--- config.mk ---
export PLATFORM = sky130hd
export DESIGN_NAME = lsu_unit
export DESIGN_NICKNAME = d
export VERILOG_FILES = /design/src/rtl/lsu_pkg.sv /design/src/rtl/lsu_dec_if.sv /design/src/rtl/lsu_align.sv /design/src/rtl/lsu_decode.sv /design/src/rtl/lsu_unit.sv
export SDC_FILE = /design/constraint.sdc
export NUM_CORES = 2
export LEC_CHECK = 0
export BUFFER_PORTS_ARGS = -buffer_cell sky130_fd_sc_hd__buf_2
export CORE_MARGIN = 2
export CORE_UTILIZATION = 60
export DETAILED_ROUTE_END_ITERATION = 8
export PLACE_DENSITY = 0.82
export SLEW_MARGIN = 20
export SYNTH_ARGS = -nofsm -noshare
export SYNTH_HDL_FRONTEND = slang
export SYNTH_SLANG_ARGS = --single-unit
--- constraint.sdc ---
create_clock -name i_clk -period 21.6 [get_ports i_clk]
set_clock_uncertainty 0.2 [all_clocks]
set_input_delay 4.32 -clock i_clk [delete_from_list [all_inputs] [get_ports i_clk]]
set_output_delay 4.32 -clock i_clk [all_outputs]
set_load 0.005 [all_outputs]
--- src/rtl/lsu_pkg.sv ---
// Purpose: Shared constants and types of the load/store unit.
// Assumes: 16-bit instruction encodings, 32-bit little-endian data.
// Notes: Access size codes travel on the memory bus unchanged.
package lsu_pkg;
   typedef logic [1:0] lsu_size_t;
   localparam lsu_size_t SZ_BYTE = 2'h0;
   localparam lsu_size_t SZ_HALF = 2'h1;
   localparam lsu_size_t SZ_WORD = 2'h2;

   // Pipeline offset of the program counter seen by literal loads.
   localparam logic [31:0] PC_AHEAD = 32'h0000_0004;
   localparam logic [31:0] WORD_MASK = 32'hffff_fffc;

   localparam logic [3:0] REG_SP = 4'hd;
   localparam logic [3:0] REG_LR = 4'he;
   localparam logic [3:0] REG_PC = 4'hf;

   // Major opcode fields, matched on instruction bits 15:11, 15:12 or 15:13; STACK_SEL on bits 10:9.
   localparam logic [4:0] OP_LIT = 5'h09;
   localparam logic [3:0] OP_REGOFS = 4'h5;
   localparam logic [2:0] OP_IMM_WB = 3'h3;
   localparam logic [3:0] OP_IMM_H = 4'h8;
   localparam logic [3:0] OP_SP_W = 4'h9;
   localparam logic [3:0] OP_MULTI = 4'hc;
   localparam logic [3:0] OP_STACK = 4'hb;
   localparam logic [1:0] STACK_SEL = 2'h2;

   typedef enum logic [1:0] {
      ST_IDLE = 2'b00,
      ST_XFER = 2'b01,
      ST_WBACK = 2'b10
   } lsu_state_e;
endpackage

--- src/rtl/lsu_dec_if.sv ---
// Purpose: Carries the decoded access from the decoder to the sequencer.
// Assumes: Purely combinational contents, valid while the opcode is held.
// Notes: None.
`timescale 1ns/10ps
interface lsu_dec_if;
   logic valid;
   logic misalign;
   logic multi;
   logic load;
   logic signd;
   logic [1:0] size;
   logic [2:0] rt;
   logic [2:0] rn;
   logic [31:0] addr;
   logic [7:0] list;
   logic extra;
   logic push;
   logic pop;
   logic wb;
   logic [31:0] wb_val;
   logic [31:0] st_val;
   modport dec (output valid, misalign, multi, load, signd, size, rt, rn,
      addr, list, extra, push, pop, wb, wb_val, st_val);
   modport ctl (input valid, misalign, multi, load, signd, size, rt, rn,
      addr, list, extra, push, pop, wb, wb_val, st_val);
endinterface

--- src/rtl/lsu_align.sv ---
// Purpose: Extends loaded data and trims store data to the access size.
// Assumes: Data sits in the low bits of the word bus.
// Notes: Combinational only.
`timescale 1ns/10ps
module lsu_align (
   input wire logic [31:0] i_ld_raw,
   input wire logic [31:0] i_st_raw,
   input wire logic [1:0] i_size,
   input wire logic i_signd,
   output logic [31:0] o_ld,
   output logic [31:0] o_st
);
   import lsu_pkg::*;
   always_comb begin
      o_ld = i_ld_raw;
      o_st = i_st_raw;
      unique case (i_size)
         SZ_BYTE: begin
            o_ld = {{24{i_signd & i_ld_raw[7]}}, i_ld_raw[7:0]};
            o_st = {24'h0, i_st_raw[7:0]};
         end
         SZ_HALF: begin
            o_ld = {{16{i_signd & i_ld_raw[15]}}, i_ld_raw[15:0]};
            o_st = {16'h0, i_st_raw[15:0]};
         end
         default: begin
            o_ld = i_ld_raw;
            o_st = i_st_raw;
         end
      endcase
   end
endmodule

--- src/rtl/lsu_decode.sv ---
// Purpose: Decodes memory access opcodes and forms the first address.
// Assumes: Register contents are presented flat by the core.
// Notes: Opcodes outside the memory access group leave valid low.
`timescale 1ns/10ps
module lsu_decode (
   input wire logic [15:0] i_instr,
   input wire logic [31:0] i_pc,
   input wire logic [31:0] i_sp,
   input wire logic [255:0] i_lo_regs,
   lsu_dec_if.dec dec
);
   import lsu_pkg::*;
   logic [31:0] rn_v;
   logic [31:0] rm_v;
   logic [31:0] n4;
   logic [3:0] cnt;
   logic [2:0] op;

   always_comb begin
      rn_v = i_lo_regs[{i_instr[5:3], 5'h0} +: 32];
      rm_v = i_lo_regs[{i_instr[8:6], 5'h0} +: 32];
      op = i_instr[11:9];
      dec.valid = 1'b0;
      dec.multi = 1'b0;
      dec.load = i_instr[11];
      dec.signd = 1'b0;
      dec.size = SZ_WORD;
      dec.rt = i_instr[2:0];
      dec.rn = i_instr[5:3];
      dec.addr = 32'h0;
      dec.list = 8'h0;
      dec.extra = 1'b0;
      dec.push = 1'b0;
      dec.pop = 1'b0;
      dec.wb = 1'b0;
      if (i_instr[15:11] == OP_LIT) begin
         dec.valid = 1'b1;
         dec.load = 1'b1;
         dec.rt = i_instr[10:8];
         dec.addr = ((i_pc + PC_AHEAD) & WORD_MASK)
            + {22'h0, i_instr[7:0], 2'h0};
      end else if (i_instr[15:12] == OP_REGOFS) begin
         dec.valid = 1'b1;
         dec.load = op[2] | (op == 3'h3);
         dec.signd = (op == 3'h3) | (op == 3'h7);
         dec.size = (op == 3'h0 || op == 3'h4) ? SZ_WORD :
            (op == 3'h1 || op == 3'h5 || op == 3'h7) ? SZ_HALF : SZ_BYTE;
         dec.addr = rn_v + rm_v;
      end else if (i_instr[15:13] == OP_IMM_WB) begin
         dec.valid = 1'b1;
         dec.size = i_instr[12] ? SZ_BYTE : SZ_WORD;
         // A five-bit field caps offsets at 124 (word) and 31 (byte).
         dec.addr = i_instr[12] ? rn_v + {27'h0, i_instr[10:6]}
            : rn_v + {25'h0, i_instr[10:6], 2'h0};
      end else if (i_instr[15:12] == OP_IMM_H) begin
         dec.valid = 1'b1;
         dec.size = SZ_HALF;
         dec.addr = rn_v + {26'h0, i_instr[10:6], 1'b0};
      end else if (i_instr[15:12] == OP_SP_W) begin
         dec.valid = 1'b1;
         dec.rt = i_instr[10:8];
         dec.addr = i_sp + {22'h0, i_instr[7:0], 2'h0};
      end else if (i_instr[15:12] == OP_MULTI) begin
         dec.multi = 1'b1;
         dec.rn = i_instr[10:8];
         dec.list = i_instr[7:0];
         dec.valid = (i_instr[7:0] != 8'h0);
         dec.wb = ~i_instr[11] | ~i_instr[i_instr[10:8]];
         dec.addr = i_lo_regs[{i_instr[10:8], 5'h0} +: 32];
      end else if (i_instr[15:12] == OP_STACK
            && i_instr[10:9] == STACK_SEL) begin
         dec.multi = 1'b1;
         dec.list = i_instr[7:0];
         dec.extra = i_instr[8];
         dec.push = ~i_instr[11];
         dec.pop = i_instr[11];
         dec.wb = 1'b1;
         dec.valid = (i_instr[8:0] != 9'h0);
      end
      cnt = {3'h0, dec.extra};
      for (int k = 0; k < 8; k++) begin
         cnt = cnt + {3'h0, dec.list[k]};
      end
      n4 = {26'h0, cnt, 2'h0};
      if (dec.push) begin
         dec.addr = i_sp - n4;
      end else if (dec.pop) begin
         dec.addr = i_sp;
      end
      dec.wb_val = dec.push ? i_sp - n4 : dec.addr + n4;
      dec.misalign = (dec.size == SZ_WORD) ? (dec.addr[1:0] != 2'h0) :
         (dec.size == SZ_HALF) ? dec.addr[0] : 1'b0;
      dec.st_val = i_lo_regs[{dec.rt, 5'h0} +: 32];
   end
endmodule

--- src/rtl/lsu_unit.sv ---
// Purpose: Load/store unit sequencing single, multiple and stack accesses.
// Assumes: The core holds i_instr and register contents while o_busy is
//    high, and updates i_lo_regs, i_sp from o_rf_* writes.
// Notes: One access is outstanding at a time; requests hold until ack.
//
// Summary of operation
// - An omitted immediate offset is treated as zero.
// - Immediate-form byte and halfword loads are zero extended to 32 bits.
// - Stores write whole word, bits 7:0 or bits 15:0 by size.
// - Immediate address is low register or stack pointer plus offset.
// - Word offsets step by four, up to 1020 on SP, 124 otherwise.
// - Halfword offsets even up to 62; byte offsets up to 31.
// - Immediate-form addresses must be aligned to the access size.
// - No memory instruction alters the N, Z, C or V flags.
// - Register-offset loads give word, zero or sign extended byte/half.
// - Register-offset address is base plus offset register value.
// - Literal load reads a word-aligned word near the program counter.
// - Multiple transfers use consecutive words from the base upward.
// - Lowest register goes to lowest address, ascending order.
// - Writeback stores base plus four times the register count.
// - Writeback always, except a multiple load that lists its base.
// - Multiple transfers use only low registers for base and list.
// - Multiple transfer base address must be word aligned.
// - A stored base register must be lowest, else its value is undefined.
// - Push ends at SP minus four; pop starts at SP.
// - Push leaves SP at lowest store; pop one word above last load.
// - Popping the PC branches afterwards; bit 0 sets the Thumb bit.
// - Push may add the link register, pop may add the PC.
// - PC-relative base is current instruction address plus four.
`timescale 1ns/10ps
module lsu_unit (
   input wire logic i_clk,
   input wire logic i_rst,
   input wire logic i_start,
   input wire logic [15:0] i_instr,
   input wire logic [31:0] i_pc,
   input wire logic [31:0] i_sp,
   input wire logic [31:0] i_lr,
   input wire logic [255:0] i_lo_regs,
   input wire logic i_mem_ack,
   input wire logic [31:0] i_mem_rdata,
   output logic o_mem_req,
   output logic o_mem_we,
   output logic [31:0] o_mem_addr,
   output lsu_pkg::lsu_size_t o_mem_size,
   output logic [31:0] o_mem_wdata,
   output logic o_rf_we,
   output logic [3:0] o_rf_waddr,
   output logic [31:0] o_rf_wdata,
   output logic o_busy,
   output logic o_done,
   output logic o_fault,
   output logic o_branch,
   output logic [31:0] o_branch_addr,
   output logic o_tbit,
   output logic o_flags_we
);
   import lsu_pkg::*;

   lsu_dec_if dif ();

   lsu_state_e state_q, state_d;
   logic req_q, req_d;
   logic we_q, we_d;
   logic [31:0] addr_q, addr_d;
   lsu_size_t size_q, size_d;
   logic [31:0] wdata_q, wdata_d;
   logic rf_we_q, rf_we_d;
   logic [3:0] rf_waddr_q, rf_waddr_d;
   logic [31:0] rf_wdata_q, rf_wdata_d;
   logic busy_q, busy_d;
   logic done_q, done_d;
   logic fault_q, fault_d;
   logic branch_q, branch_d;
   logic [31:0] tgt_q, tgt_d;
   logic flags_we_q;

   logic signd_q, signd_d;
   logic multi_q, multi_d;
   logic [2:0] rt_q, rt_d;
   logic [8:0] left_q, left_d;
   logic [3:0] cur_q, cur_d;
   logic xreg_pc_q, xreg_pc_d;
   logic wb_q, wb_d;
   logic [3:0] wb_reg_q, wb_reg_d;
   logic [31:0] wb_val_q, wb_val_d;
   logic pc_hit_q, pc_hit_d;

   logic [8:0] rest;
   logic [3:0] nxt;
   logic [31:0] st_src;
   logic [31:0] ld_ext;
   logic [31:0] st_fmt;
   lsu_size_t fmt_size;
   logic fmt_signd;
   logic start;

   lsu_decode u_dec (
      .i_instr(i_instr),
      .i_pc(i_pc),
      .i_sp(i_sp),
      .i_lo_regs(i_lo_regs),
      .dec(dif.dec)
   );

   lsu_align u_align (
      .i_ld_raw(i_mem_rdata),
      .i_st_raw(st_src),
      .i_size(fmt_size),
      .i_signd(fmt_signd),
      .o_ld(ld_ext),
      .o_st(st_fmt)
   );

   // Index of the lowest pending entry; entry 8 stands for LR or PC.
   function automatic logic [3:0] lowest(input logic [8:0] bits);
      logic [3:0] idx;
      idx = 4'h8;
      for (int k = 8; k >= 0; k--) begin
         if (bits[k]) begin
            idx = 4'(k);
         end
      end
      return idx;
   endfunction

   // Register value for a store; entry 8 maps to the link register.
   function automatic logic [31:0] reg_val(input logic [3:0] idx);
      logic [31:0] v;
      v = (idx == 4'h8) ? i_lr : i_lo_regs[{idx[2:0], 5'h0} +: 32];
      return v;
   endfunction

   always_comb begin
      start = i_start & (state_q == ST_IDLE);
      fmt_size = (state_q == ST_IDLE) ? dif.size : size_q;
      fmt_signd = signd_q;
      rest = left_q & ~(9'h001 << cur_q);
      nxt = lowest(rest);
      st_src = (state_q == ST_IDLE) ?
         (dif.multi ? reg_val(lowest({dif.extra, dif.list})) : dif.st_val)
         : reg_val(nxt);
   end

   always_comb begin
      state_d = state_q;
      req_d = req_q;
      we_d = we_q;
      addr_d = addr_q;
      size_d = size_q;
      wdata_d = wdata_q;
      rf_we_d = 1'b0;
      rf_waddr_d = rf_waddr_q;
      rf_wdata_d = rf_wdata_q;
      done_d = 1'b0;
      fault_d = 1'b0;
      branch_d = 1'b0;
      tgt_d = tgt_q;
      signd_d = signd_q;
      multi_d = multi_q;
      rt_d = rt_q;
      left_d = left_q;
      cur_d = cur_q;
      xreg_pc_d = xreg_pc_q;
      wb_d = wb_q;
      wb_reg_d = wb_reg_q;
      wb_val_d = wb_val_q;
      pc_hit_d = pc_hit_q;
      unique case (state_q)
         ST_IDLE: begin
            if (start && !dif.valid) begin
               done_d = 1'b1;
            end else if (start && dif.misalign) begin
               fault_d = 1'b1;
               done_d = 1'b1;
            end else if (start) begin
               req_d = 1'b1;
               we_d = ~dif.load;
               addr_d = dif.addr;
               size_d = dif.size;
               wdata_d = st_fmt;
               signd_d = dif.signd;
               multi_d = dif.multi;
               rt_d = dif.rt;
               left_d = {dif.extra, dif.list};
               cur_d = lowest({dif.extra, dif.list});
               xreg_pc_d = dif.pop;
               wb_d = dif.wb;
               wb_reg_d = (dif.push | dif.pop) ? REG_SP : {1'b0, dif.rn};
               wb_val_d = dif.wb_val;
               pc_hit_d = 1'b0;
               state_d = ST_XFER;
            end
         end
         ST_XFER: begin
            if (i_mem_ack) begin
               if (!we_q && multi_q && cur_q == 4'h8 && xreg_pc_q) begin
                  tgt_d = ld_ext;
                  pc_hit_d = 1'b1;
               end else if (!we_q) begin
                  rf_we_d = 1'b1;
                  rf_waddr_d = multi_q ? cur_q : {1'b0, rt_q};
                  rf_wdata_d = ld_ext;
               end
               if (multi_q && rest != 9'h0) begin
                  left_d = rest;
                  cur_d = nxt;
                  addr_d = addr_q + 32'h4;
                  wdata_d = st_fmt;
               end else if (multi_q && wb_q) begin
                  req_d = 1'b0;
                  state_d = ST_WBACK;
               end else begin
                  req_d = 1'b0;
                  done_d = 1'b1;
                  branch_d = pc_hit_d;
                  state_d = ST_IDLE;
               end
            end
         end
         ST_WBACK: begin
            rf_we_d = 1'b1;
            rf_waddr_d = wb_reg_q;
            rf_wdata_d = wb_val_q;
            done_d = 1'b1;
            branch_d = pc_hit_q;
            state_d = ST_IDLE;
         end
         default: begin
            state_d = ST_IDLE;
         end
      endcase
      busy_d = (state_d != ST_IDLE);
   end

   always_ff @(posedge i_clk or posedge i_rst) begin
      if (i_rst) begin
         state_q <= ST_IDLE;
         req_q <= 1'b0;
         we_q <= 1'b0;
         addr_q <= 32'h0;
         size_q <= SZ_WORD;
         wdata_q <= 32'h0;
         rf_we_q <= 1'b0;
         rf_waddr_q <= 4'h0;
         rf_wdata_q <= 32'h0;
         busy_q <= 1'b0;
         done_q <= 1'b0;
         fault_q <= 1'b0;
         branch_q <= 1'b0;
         tgt_q <= 32'h0;
         flags_we_q <= 1'b0;
         signd_q <= 1'b0;
         multi_q <= 1'b0;
         rt_q <= 3'h0;
         left_q <= 9'h0;
         cur_q <= 4'h0;
         xreg_pc_q <= 1'b0;
         wb_q <= 1'b0;
         wb_reg_q <= 4'h0;
         wb_val_q <= 32'h0;
         pc_hit_q <= 1'b0;
      end else begin
         state_q <= state_d;
         req_q <= req_d;
         we_q <= we_d;
         addr_q <= addr_d;
         size_q <= size_d;
         wdata_q <= wdata_d;
         rf_we_q <= rf_we_d;
         rf_waddr_q <= rf_waddr_d;
         rf_wdata_q <= rf_wdata_d;
         busy_q <= busy_d;
         done_q <= done_d;
         fault_q <= fault_d;
         branch_q <= branch_d;
         tgt_q <= tgt_d;
         // The flag write strobe is never raised by this unit.
         flags_we_q <= 1'b0;
         signd_q <= signd_d;
         multi_q <= multi_d;
         rt_q <= rt_d;
         left_q <= left_d;
         cur_q <= cur_d;
         xreg_pc_q <= xreg_pc_d;
         wb_q <= wb_d;
         wb_reg_q <= wb_reg_d;
         wb_val_q <= wb_val_d;
         pc_hit_q <= pc_hit_d;
      end
   end

   assign o_mem_req = req_q;
   assign o_mem_we = we_q;
   assign o_mem_addr = addr_q;
   assign o_mem_size = size_q;
   assign o_mem_wdata = wdata_q;
   assign o_rf_we = rf_we_q;
   assign o_rf_waddr = rf_waddr_q;
   assign o_rf_wdata = rf_wdata_q;
   assign o_busy = busy_q;
   assign o_done = done_q;
   assign o_fault = fault_q;
   assign o_branch = branch_q;
   // Bit 0 of the popped value selects the Thumb state, not the address.
   assign o_branch_addr = {tgt_q[31:1], 1'b0};
   assign o_tbit = tgt_q[0];
   assign o_flags_we = flags_we_q;
endmodule

# After elaboration in Yosys (flattened, before gate mapping)
# Index checks and enable logic that the tools add are counted.
dict set report word_totals {
  regBits 200
  input_bits 404
  output_inout_bits 143
  elab_cells 298
}
dict set report classes {
  n_addsub 18
  order_cmp 1
  n_eq_ne 29
  n_shift 7
  n_mux 176
  n_bitwise 14
  reduce_logical 29
}
# op count
set op_table {}
lappend op_table {{256-bit by 9-bit variable part select with 32-bit output} 6}
lappend op_table {{32-bit 2-to-1 mux} 27}
lappend op_table {{32-bit case mux with 2 select lines} 5}
lappend op_table {{4-bit 2-to-1 mux} 26}
lappend op_table {{1-bit 2-to-1 mux} 72}
lappend op_table {{32-bit by 10-bit adder with 32-bit output} 2}
lappend op_table {{32-bit by 3-bit adder with 32-bit output (second input constant)} 2}
lappend op_table {{32-bit by 6-bit adder with 32-bit output} 2}
lappend op_table {{8-bit 2-to-1 mux} 7}
lappend op_table {{9-bit 2-to-1 mux} 5}
lappend op_table {{3-bit 2-to-1 mux} 11}
lappend op_table {{32-bit adder} 1}
lappend op_table {{32-bit by 5-bit adder with 32-bit output} 1}
lappend op_table {{32-bit by 7-bit adder with 32-bit output} 1}
lappend op_table {{32-bit by 6-bit subtractor with 32-bit output} 1}
lappend op_table {{4-bit by 1-bit adder with 4-bit output} 7}
lappend op_table {{4-bit equality test (second input constant)} 7}
lappend op_table {{2-bit 2-to-1 mux} 13}
lappend op_table {{9-bit case mux with 2 select lines} 1}
lappend op_table {{9-bit nonzero test} 2}
lappend op_table {{2-bit != test (second input constant)} 8}
lappend op_table {{4-bit case mux with 2 select lines} 2}
lappend op_table {{6-bit AND reduction} 2}
lappend op_table {{9-bit AND} 1}
lappend op_table {{28 further kinds} 62}

# Logic depth before layout (Yosys ltp)
dict set report logic_depth {
  ltp_word 26
  depth_mapped 34
  ltp_nobuf 30
}

# Cells and area by module
# A second synthesis with hierarchy kept.
dict set report hier_totals {
  hier_cells 4286
  hier_area_um2 33452.1
}
# mod n_inst cells_each area_each_um2 seq_area_each_um2
set modules_own_cells {}
lappend modules_own_cells {lsu_decode 1 2491 18398.9 0.0}
lappend modules_own_cells {lsu_unit 1 1703 14508.9 5006.1}
lappend modules_own_cells {lsu_align 1 92 544.3 0.0}

# Worst setup path before layout
# No wires, ideal clock.
dict set report synth_path {
  path_type {input -> register}
  startpoint {in i_instr[14]}
  endpoint {reg wb_val_q[31]}
  setup_ps 120
  arrival_ps 12275
  t_required_ps 21280
  path_slack_ps 9005
  stages 33
  n_path_buf 4
  cell_sequence {clkbuf_1 > nand3_1 > clkbuf_1 > clkbuf_1 > nand2_1 > clkbuf_1 > and2_1 > ha_1 > inv_1 > fa_1 > fa_1 > fa_1 > inv_1 > ha_1 > inv_1 > fa_1 > inv_1 > fa_1 > nor2_1 > a21oi_1 > o22ai_1 > nor2_1 > inv_1 > ha_1 > a21oi_1 > maj3_1 > maj3_1 > nor4_2 > nand3_4 > nor4b_4 > nand4_2 > or3_1 > a31o_1}
}
dict set report synth_via {
  elab_chain_cells 21
  elab_cells_between_ends 77
  cone_classes {add/sub (10); eq/ne (9); mux (50); bitwise (2); reduce/logical (6)}
}
# element line_no
set synth_lines {}
lappend synth_lines {{from (decl)} lsu_unit.sv:35} ;# input wire logic [15:0] i_instr,
lappend synth_lines {{4-bit equality test} lsu_decode.sv:70} ;# end else if (i_instr[15:12] == OP_STACK
lappend synth_lines {{1-bit logical AND} lsu_decode.sv:71} ;# && i_instr[10:9] == STACK_SEL) begin
lappend synth_lines {{1-bit 2-to-1 mux / 8-bit 2-to-1 mux (equally long branches)} lsu_decode.sv:70}
lappend synth_lines {{1-bit 2-to-1 mux / 8-bit 2-to-1 mux (equally long branches)} lsu_decode.sv:63} ;# end else if (i_instr[15:12] == OP_MULTI) begin
lappend synth_lines {{1-bit 2-to-1 mux / 8-bit 2-to-1 mux (equally long branches)} lsu_decode.sv:59} ;# end else if (i_instr[15:12] == OP_SP_W) begin
lappend synth_lines {{1-bit 2-to-1 mux / 8-bit 2-to-1 mux (equally long branches)} lsu_decode.sv:55} ;# end else if (i_instr[15:12] == OP_IMM_H) begin
lappend synth_lines {{1-bit 2-to-1 mux / 8-bit 2-to-1 mux (equally long branches)} lsu_decode.sv:49} ;# end else if (i_instr[15:13] == OP_IMM_WB) begin
lappend synth_lines {{1-bit 2-to-1 mux / 8-bit 2-to-1 mux (equally long branches)} lsu_decode.sv:42} ;# end else if (i_instr[15:12] == OP_REGOFS) begin
lappend synth_lines {{1-bit 2-to-1 mux / 8-bit 2-to-1 mux (equally long branches)} lsu_decode.sv:36} ;# if (i_instr[15:11] == OP_LIT) begin
lappend synth_lines {{1-bit by 1-bit adder with 2-bit output} lsu_decode.sv:82} ;# cnt = cnt + {3'h0, dec.list[k]};
lappend synth_lines {{4-bit by 1-bit adder with 4-bit output (7 in series)} lsu_decode.sv:82}
lappend synth_lines {{32-bit by 6-bit subtractor with 32-bit output} {lsu_decode.sv:86, lsu_decode.sv:90}}
lappend synth_lines {{32-bit 2-to-1 mux} lsu_decode.sv:85} ;# if (dec.push) begin
lappend synth_lines {{32-bit by 6-bit adder with 32-bit output} lsu_decode.sv:90} ;# dec.wb_val = dec.push ? i_sp - n4 : dec.addr + n4;
lappend synth_lines {{32-bit 2-to-1 mux} lsu_decode.sv:90}
lappend synth_lines {{to (signal assigned)} lsu_unit.sv:288} ;# wb_val_q <= wb_val_d;
lappend synth_lines {{to (decl)} lsu_unit.sv:86} ;# logic [31:0] wb_val_q, wb_val_d;
# Several ways; a longest one is shown, not always the timed one.
# A chain may end at the register's enable or synchronous reset.

# Worst setup path in the final report
dict set report layout_path {
  startpoint {in i_instr[10]}
  endpoint {reg wb_val_q[31]}
}
dict set report layout_via {
  elab_chain_cells 21
  elab_cells_between_ends 84
  cone_classes {add/sub (13); eq/ne (7); shift (1); mux (51); bitwise (2); reduce/logical (10)}
}
# element line_no
set layout_lines {}
lappend layout_lines {{2-bit equality test} lsu_decode.sv:71}
lappend layout_lines {{1-bit logical AND} lsu_decode.sv:71}
lappend layout_lines {{1-bit 2-to-1 mux / 8-bit 2-to-1 mux (equally long branches)} lsu_decode.sv:70}
lappend layout_lines {{1-bit 2-to-1 mux / 8-bit 2-to-1 mux (equally long branches)} lsu_decode.sv:63}
lappend layout_lines {{1-bit 2-to-1 mux / 8-bit 2-to-1 mux (equally long branches)} lsu_decode.sv:59}
lappend layout_lines {{1-bit 2-to-1 mux / 8-bit 2-to-1 mux (equally long branches)} lsu_decode.sv:55}
lappend layout_lines {{1-bit 2-to-1 mux / 8-bit 2-to-1 mux (equally long branches)} lsu_decode.sv:49}
lappend layout_lines {{1-bit 2-to-1 mux / 8-bit 2-to-1 mux (equally long branches)} lsu_decode.sv:42}
lappend layout_lines {{1-bit 2-to-1 mux / 8-bit 2-to-1 mux (equally long branches)} lsu_decode.sv:36}
lappend layout_lines {{1-bit by 1-bit adder with 2-bit output} lsu_decode.sv:82}
lappend layout_lines {{4-bit by 1-bit adder with 4-bit output (7 in series)} lsu_decode.sv:82}
lappend layout_lines {{32-bit by 6-bit subtractor with 32-bit output} {lsu_decode.sv:86, lsu_decode.sv:90}}
lappend layout_lines {{32-bit 2-to-1 mux} lsu_decode.sv:85}
lappend layout_lines {{32-bit by 6-bit adder with 32-bit output} lsu_decode.sv:90}
lappend layout_lines {{32-bit 2-to-1 mux} lsu_decode.sv:90}
# Several ways; a longest one is shown, not always the timed one.

==> impl_metrics.ini <==
[clocking]
numCtsBuffers = 17
clk_latency_ns = 0.50
cts_resized = 0
cts-root-buf = clkbuf_16
path_clk_slew_ns = 0.10
cts_sinks = 200
post_cts_buffers = 0
cts_tree = yes
cts_buffer_depth = 2
postCtsHoldBufs = 0
cts_max_level = 4

[sta]
tightest_slew_ns = 1.27
report.final.hold_viol_count = 0
setup_viol = 0
post-route-min-period_ns = 13.30
max_freq_mhz = 75.2
grt_setup_unrepaired = false
slew_headroom = 0.129
hold_ws_ns = 0.270
period_share = 0.616
maxSlewViolCount = 0
final.setup.tns_ns = 0

[job]
cap_violations = 0

[logic_synthesis]
async_flop_share = 1.00
ys_seq_area_frac = 0.155
syn_area_sq_um = 32400
synth_simple_gate_area_share = 0.230
synthXorXnorAreaFrac = 0.0540
synth_top_family_by_area = multiplexers
ys_types = 111
ys.warnings.count = 0
synthMuxAreaShare = 0.263
synth_fa_ha_area_frac = 0.0394
ys_ff_latch = 200
netlist_instances = 4002
synth_compound_area_frac = 0.205
synth.avg_cell_area_sq_um = 8.10
synth-main-ff-cell = dfrtp_1
synth-edff-count = 0

[setup_path]
critical_path_peak_fanout = 46
crit_arrival_ns = 13.50
end_kind = register
critical_path.max_stage_delay_ns = 0.58
crit_family = adder cells
reg2reg_setup_slack_ns = 16.02
startpoint_type = input pin
crit_path_top_delay_cell = buf_4
critical_path_buf_inv_count = 9
required_ns = 21.80
path_class = in -> reg

[routing]
post_drt_via_cell_ratio = 7.37
firstDrtPassIters = 8
first_iter_violations = 6010
vias = 37200
drtAntennaViolNets = 0
drc = 0
wire_per_inst_um = 28.0
drt-total-wl_mm = 141

[power_and_ir_drop]
pwr_density_cell_nw_per_um2 = 77.5
peakVddDrop_uv = 88.6
leakage_nw = 14.8

[grt]
grt_usage = 0.494
grt_remaining_overflow = 0
grtUsageMet3 = 0.161
grt_pass1_vias = 33600
grt_start_max_net_pins = 129
grtUsageMet1 = 0.626
top_usage_layer = met2
grt_antenna_before_repair = 47
grt_pass1_wl_mm = 210
grt_use_met2 = 0.700

[die]
initial_core_util = 0.604
fp-row-count = 85
core_sq_um = 53600
die_w_um = 236
die-area_sq_um = 55900
die_h_um = 236
ios = 547

[final_layout]
fin_nets = 4792
area_delta_synth_final_pct = 10.7
stdcell_area_sq_um = 35900
drive_gt1_frac = 0.242

[placed_design]
gp_congestion = 1.07
dpl.hpwl_mm = 103
numPortBuffers = 542
postPlaceCellArea_sq_um = 35100

[hold_path]
hp-class = reg -> reg

[outcome]
status = completed
layout by cell type (no fill, tap or decap), types with 69 or more instances in the layout:
cell	count
a21oi_1	227
o21ai_0	267
nor2_1	239
mux4_2	265
buf_2	537
mux2i_1	149
ha_1	75
dfrtp_1	199
nor3_1	72
and3_1	75
inv_1	69
xnor2_1	121
nand3_1	202
nand2_1	741
xor2_1	77
sequential cells by signal, summed over array words and instances, names as in the netlist, 2 cells and up:
name,count
cur_q,4
left_q,9
o_mem_addr,32
o_mem_size,2
o_mem_wdata,32
o_rf_waddr,4
o_rf_wdata,32
rt_q,3
state_q,2
tgt_q,32
wb_reg_q,4
wb_val_q,32
per-stage QoR:
step | worst slack, ns | utilization | cells | power [mW]
2_1_floorplan | 9.01 | - | 4003 | 1.76
3_3_place_gp | 8.09 | 0.656 | 4974 | 2.31
3_5_place_dp | 8.00 | 0.656 | 4974 | 2.35
4_1_cts | 8.49 | 0.667 | 5005 | 2.69
5_1_grt | 7.97 | 0.669 | 5039 | 2.91
6_report | 8.30 | 0.669 | 5046 | 2.78
area by class of cell:
class	instances	area, sq um
Multi-Input combinational cell	3402	25800
Fill cell	4620	17700
Sequential cell	200	5010
Timing Repair Buffer	604	3220
Tap cell	696	871
Clock buffer	17	425
Inverter	72	278
Clock inverter	14	176
Antenna cell	41	103
report_power, final:
| group | internal (mW) | switching [mW] | total, mW |
|---|---|---|---|
| clock | 0.157 | 0.185 | 0.341 |
| sequential | 0.511 | 0.125 | 0.635 |
| combinational | 0.692 | 1.11 | 1.80 |
worst paths after layout:
kind	end	cells after the start	start
worst max-delay path	wb_val_q[31]$_DFFE_PP0P_	34	i_instr[10]
worst min-delay path	o_mem_wdata[15]$_DFFE_PP0P_	2	o_mem_wdata[15]$_DFFE_PP0P_
worst max register to register	o_mem_wdata[18]$_DFFE_PP0P_	10	cur_q[0]$_DFFE_PP0P_
worst min register to register	o_mem_wdata[15]$_DFFE_PP0P_	2	o_mem_wdata[15]$_DFFE_PP0P_
max in group asynchronous	o_mem_addr[28]$_DFFE_PP0P_	3	i_rst
min in group asynchronous	o_mem_wdata[29]$_DFFE_PP0P_	2	i_rst
cell usage after synthesis (60+ instances only):
cell type	n	area [sq um]
nand2_1	741	2780
o21ai_0	267	1340
mux4_2	265	5970
nor2_1	243	912
clkbuf_1	235	882
a21oi_1	228	1140
nand3_1	204	1020
dfrtp_1	199	4980
mux2i_1	152	1520
xnor2_1	121	1060
ha_1	78	976
xor2_1	77	674
and3_1	76	475
nor3_1	74	370
inv_1	70	263
nor2b_1	63	394
mux2_2	60	676
per-layer routing:
metal	vias up	wire (um)
met5	-	89
met3	831	21500
met1	17200	48500
met2	3432	57900
met4	14	13500
li1	15800	-
worst register-to-register path: cells and delay by family, from the launching register on:
kind / cells / cell delay [ns]
and+or+nand+nor: 5 / 2.88
AOI/OAI and AO/OA: 4 / 1.25
buffers and inverters: 1 / 0.60
DFF: 1 / 0.50
cell families after synthesis:
group                      count (synthesis)
DFF                                      200
buffers and inverters                    401
xor gates and xnor gates                 199
other                                      1
muxes                                    491
and+or+nand+nor                         1606
AOI/OAI and AO/OA                       1009
adders and majority gates                 95
Note: power is estimated with default switching activity, not from simulation.
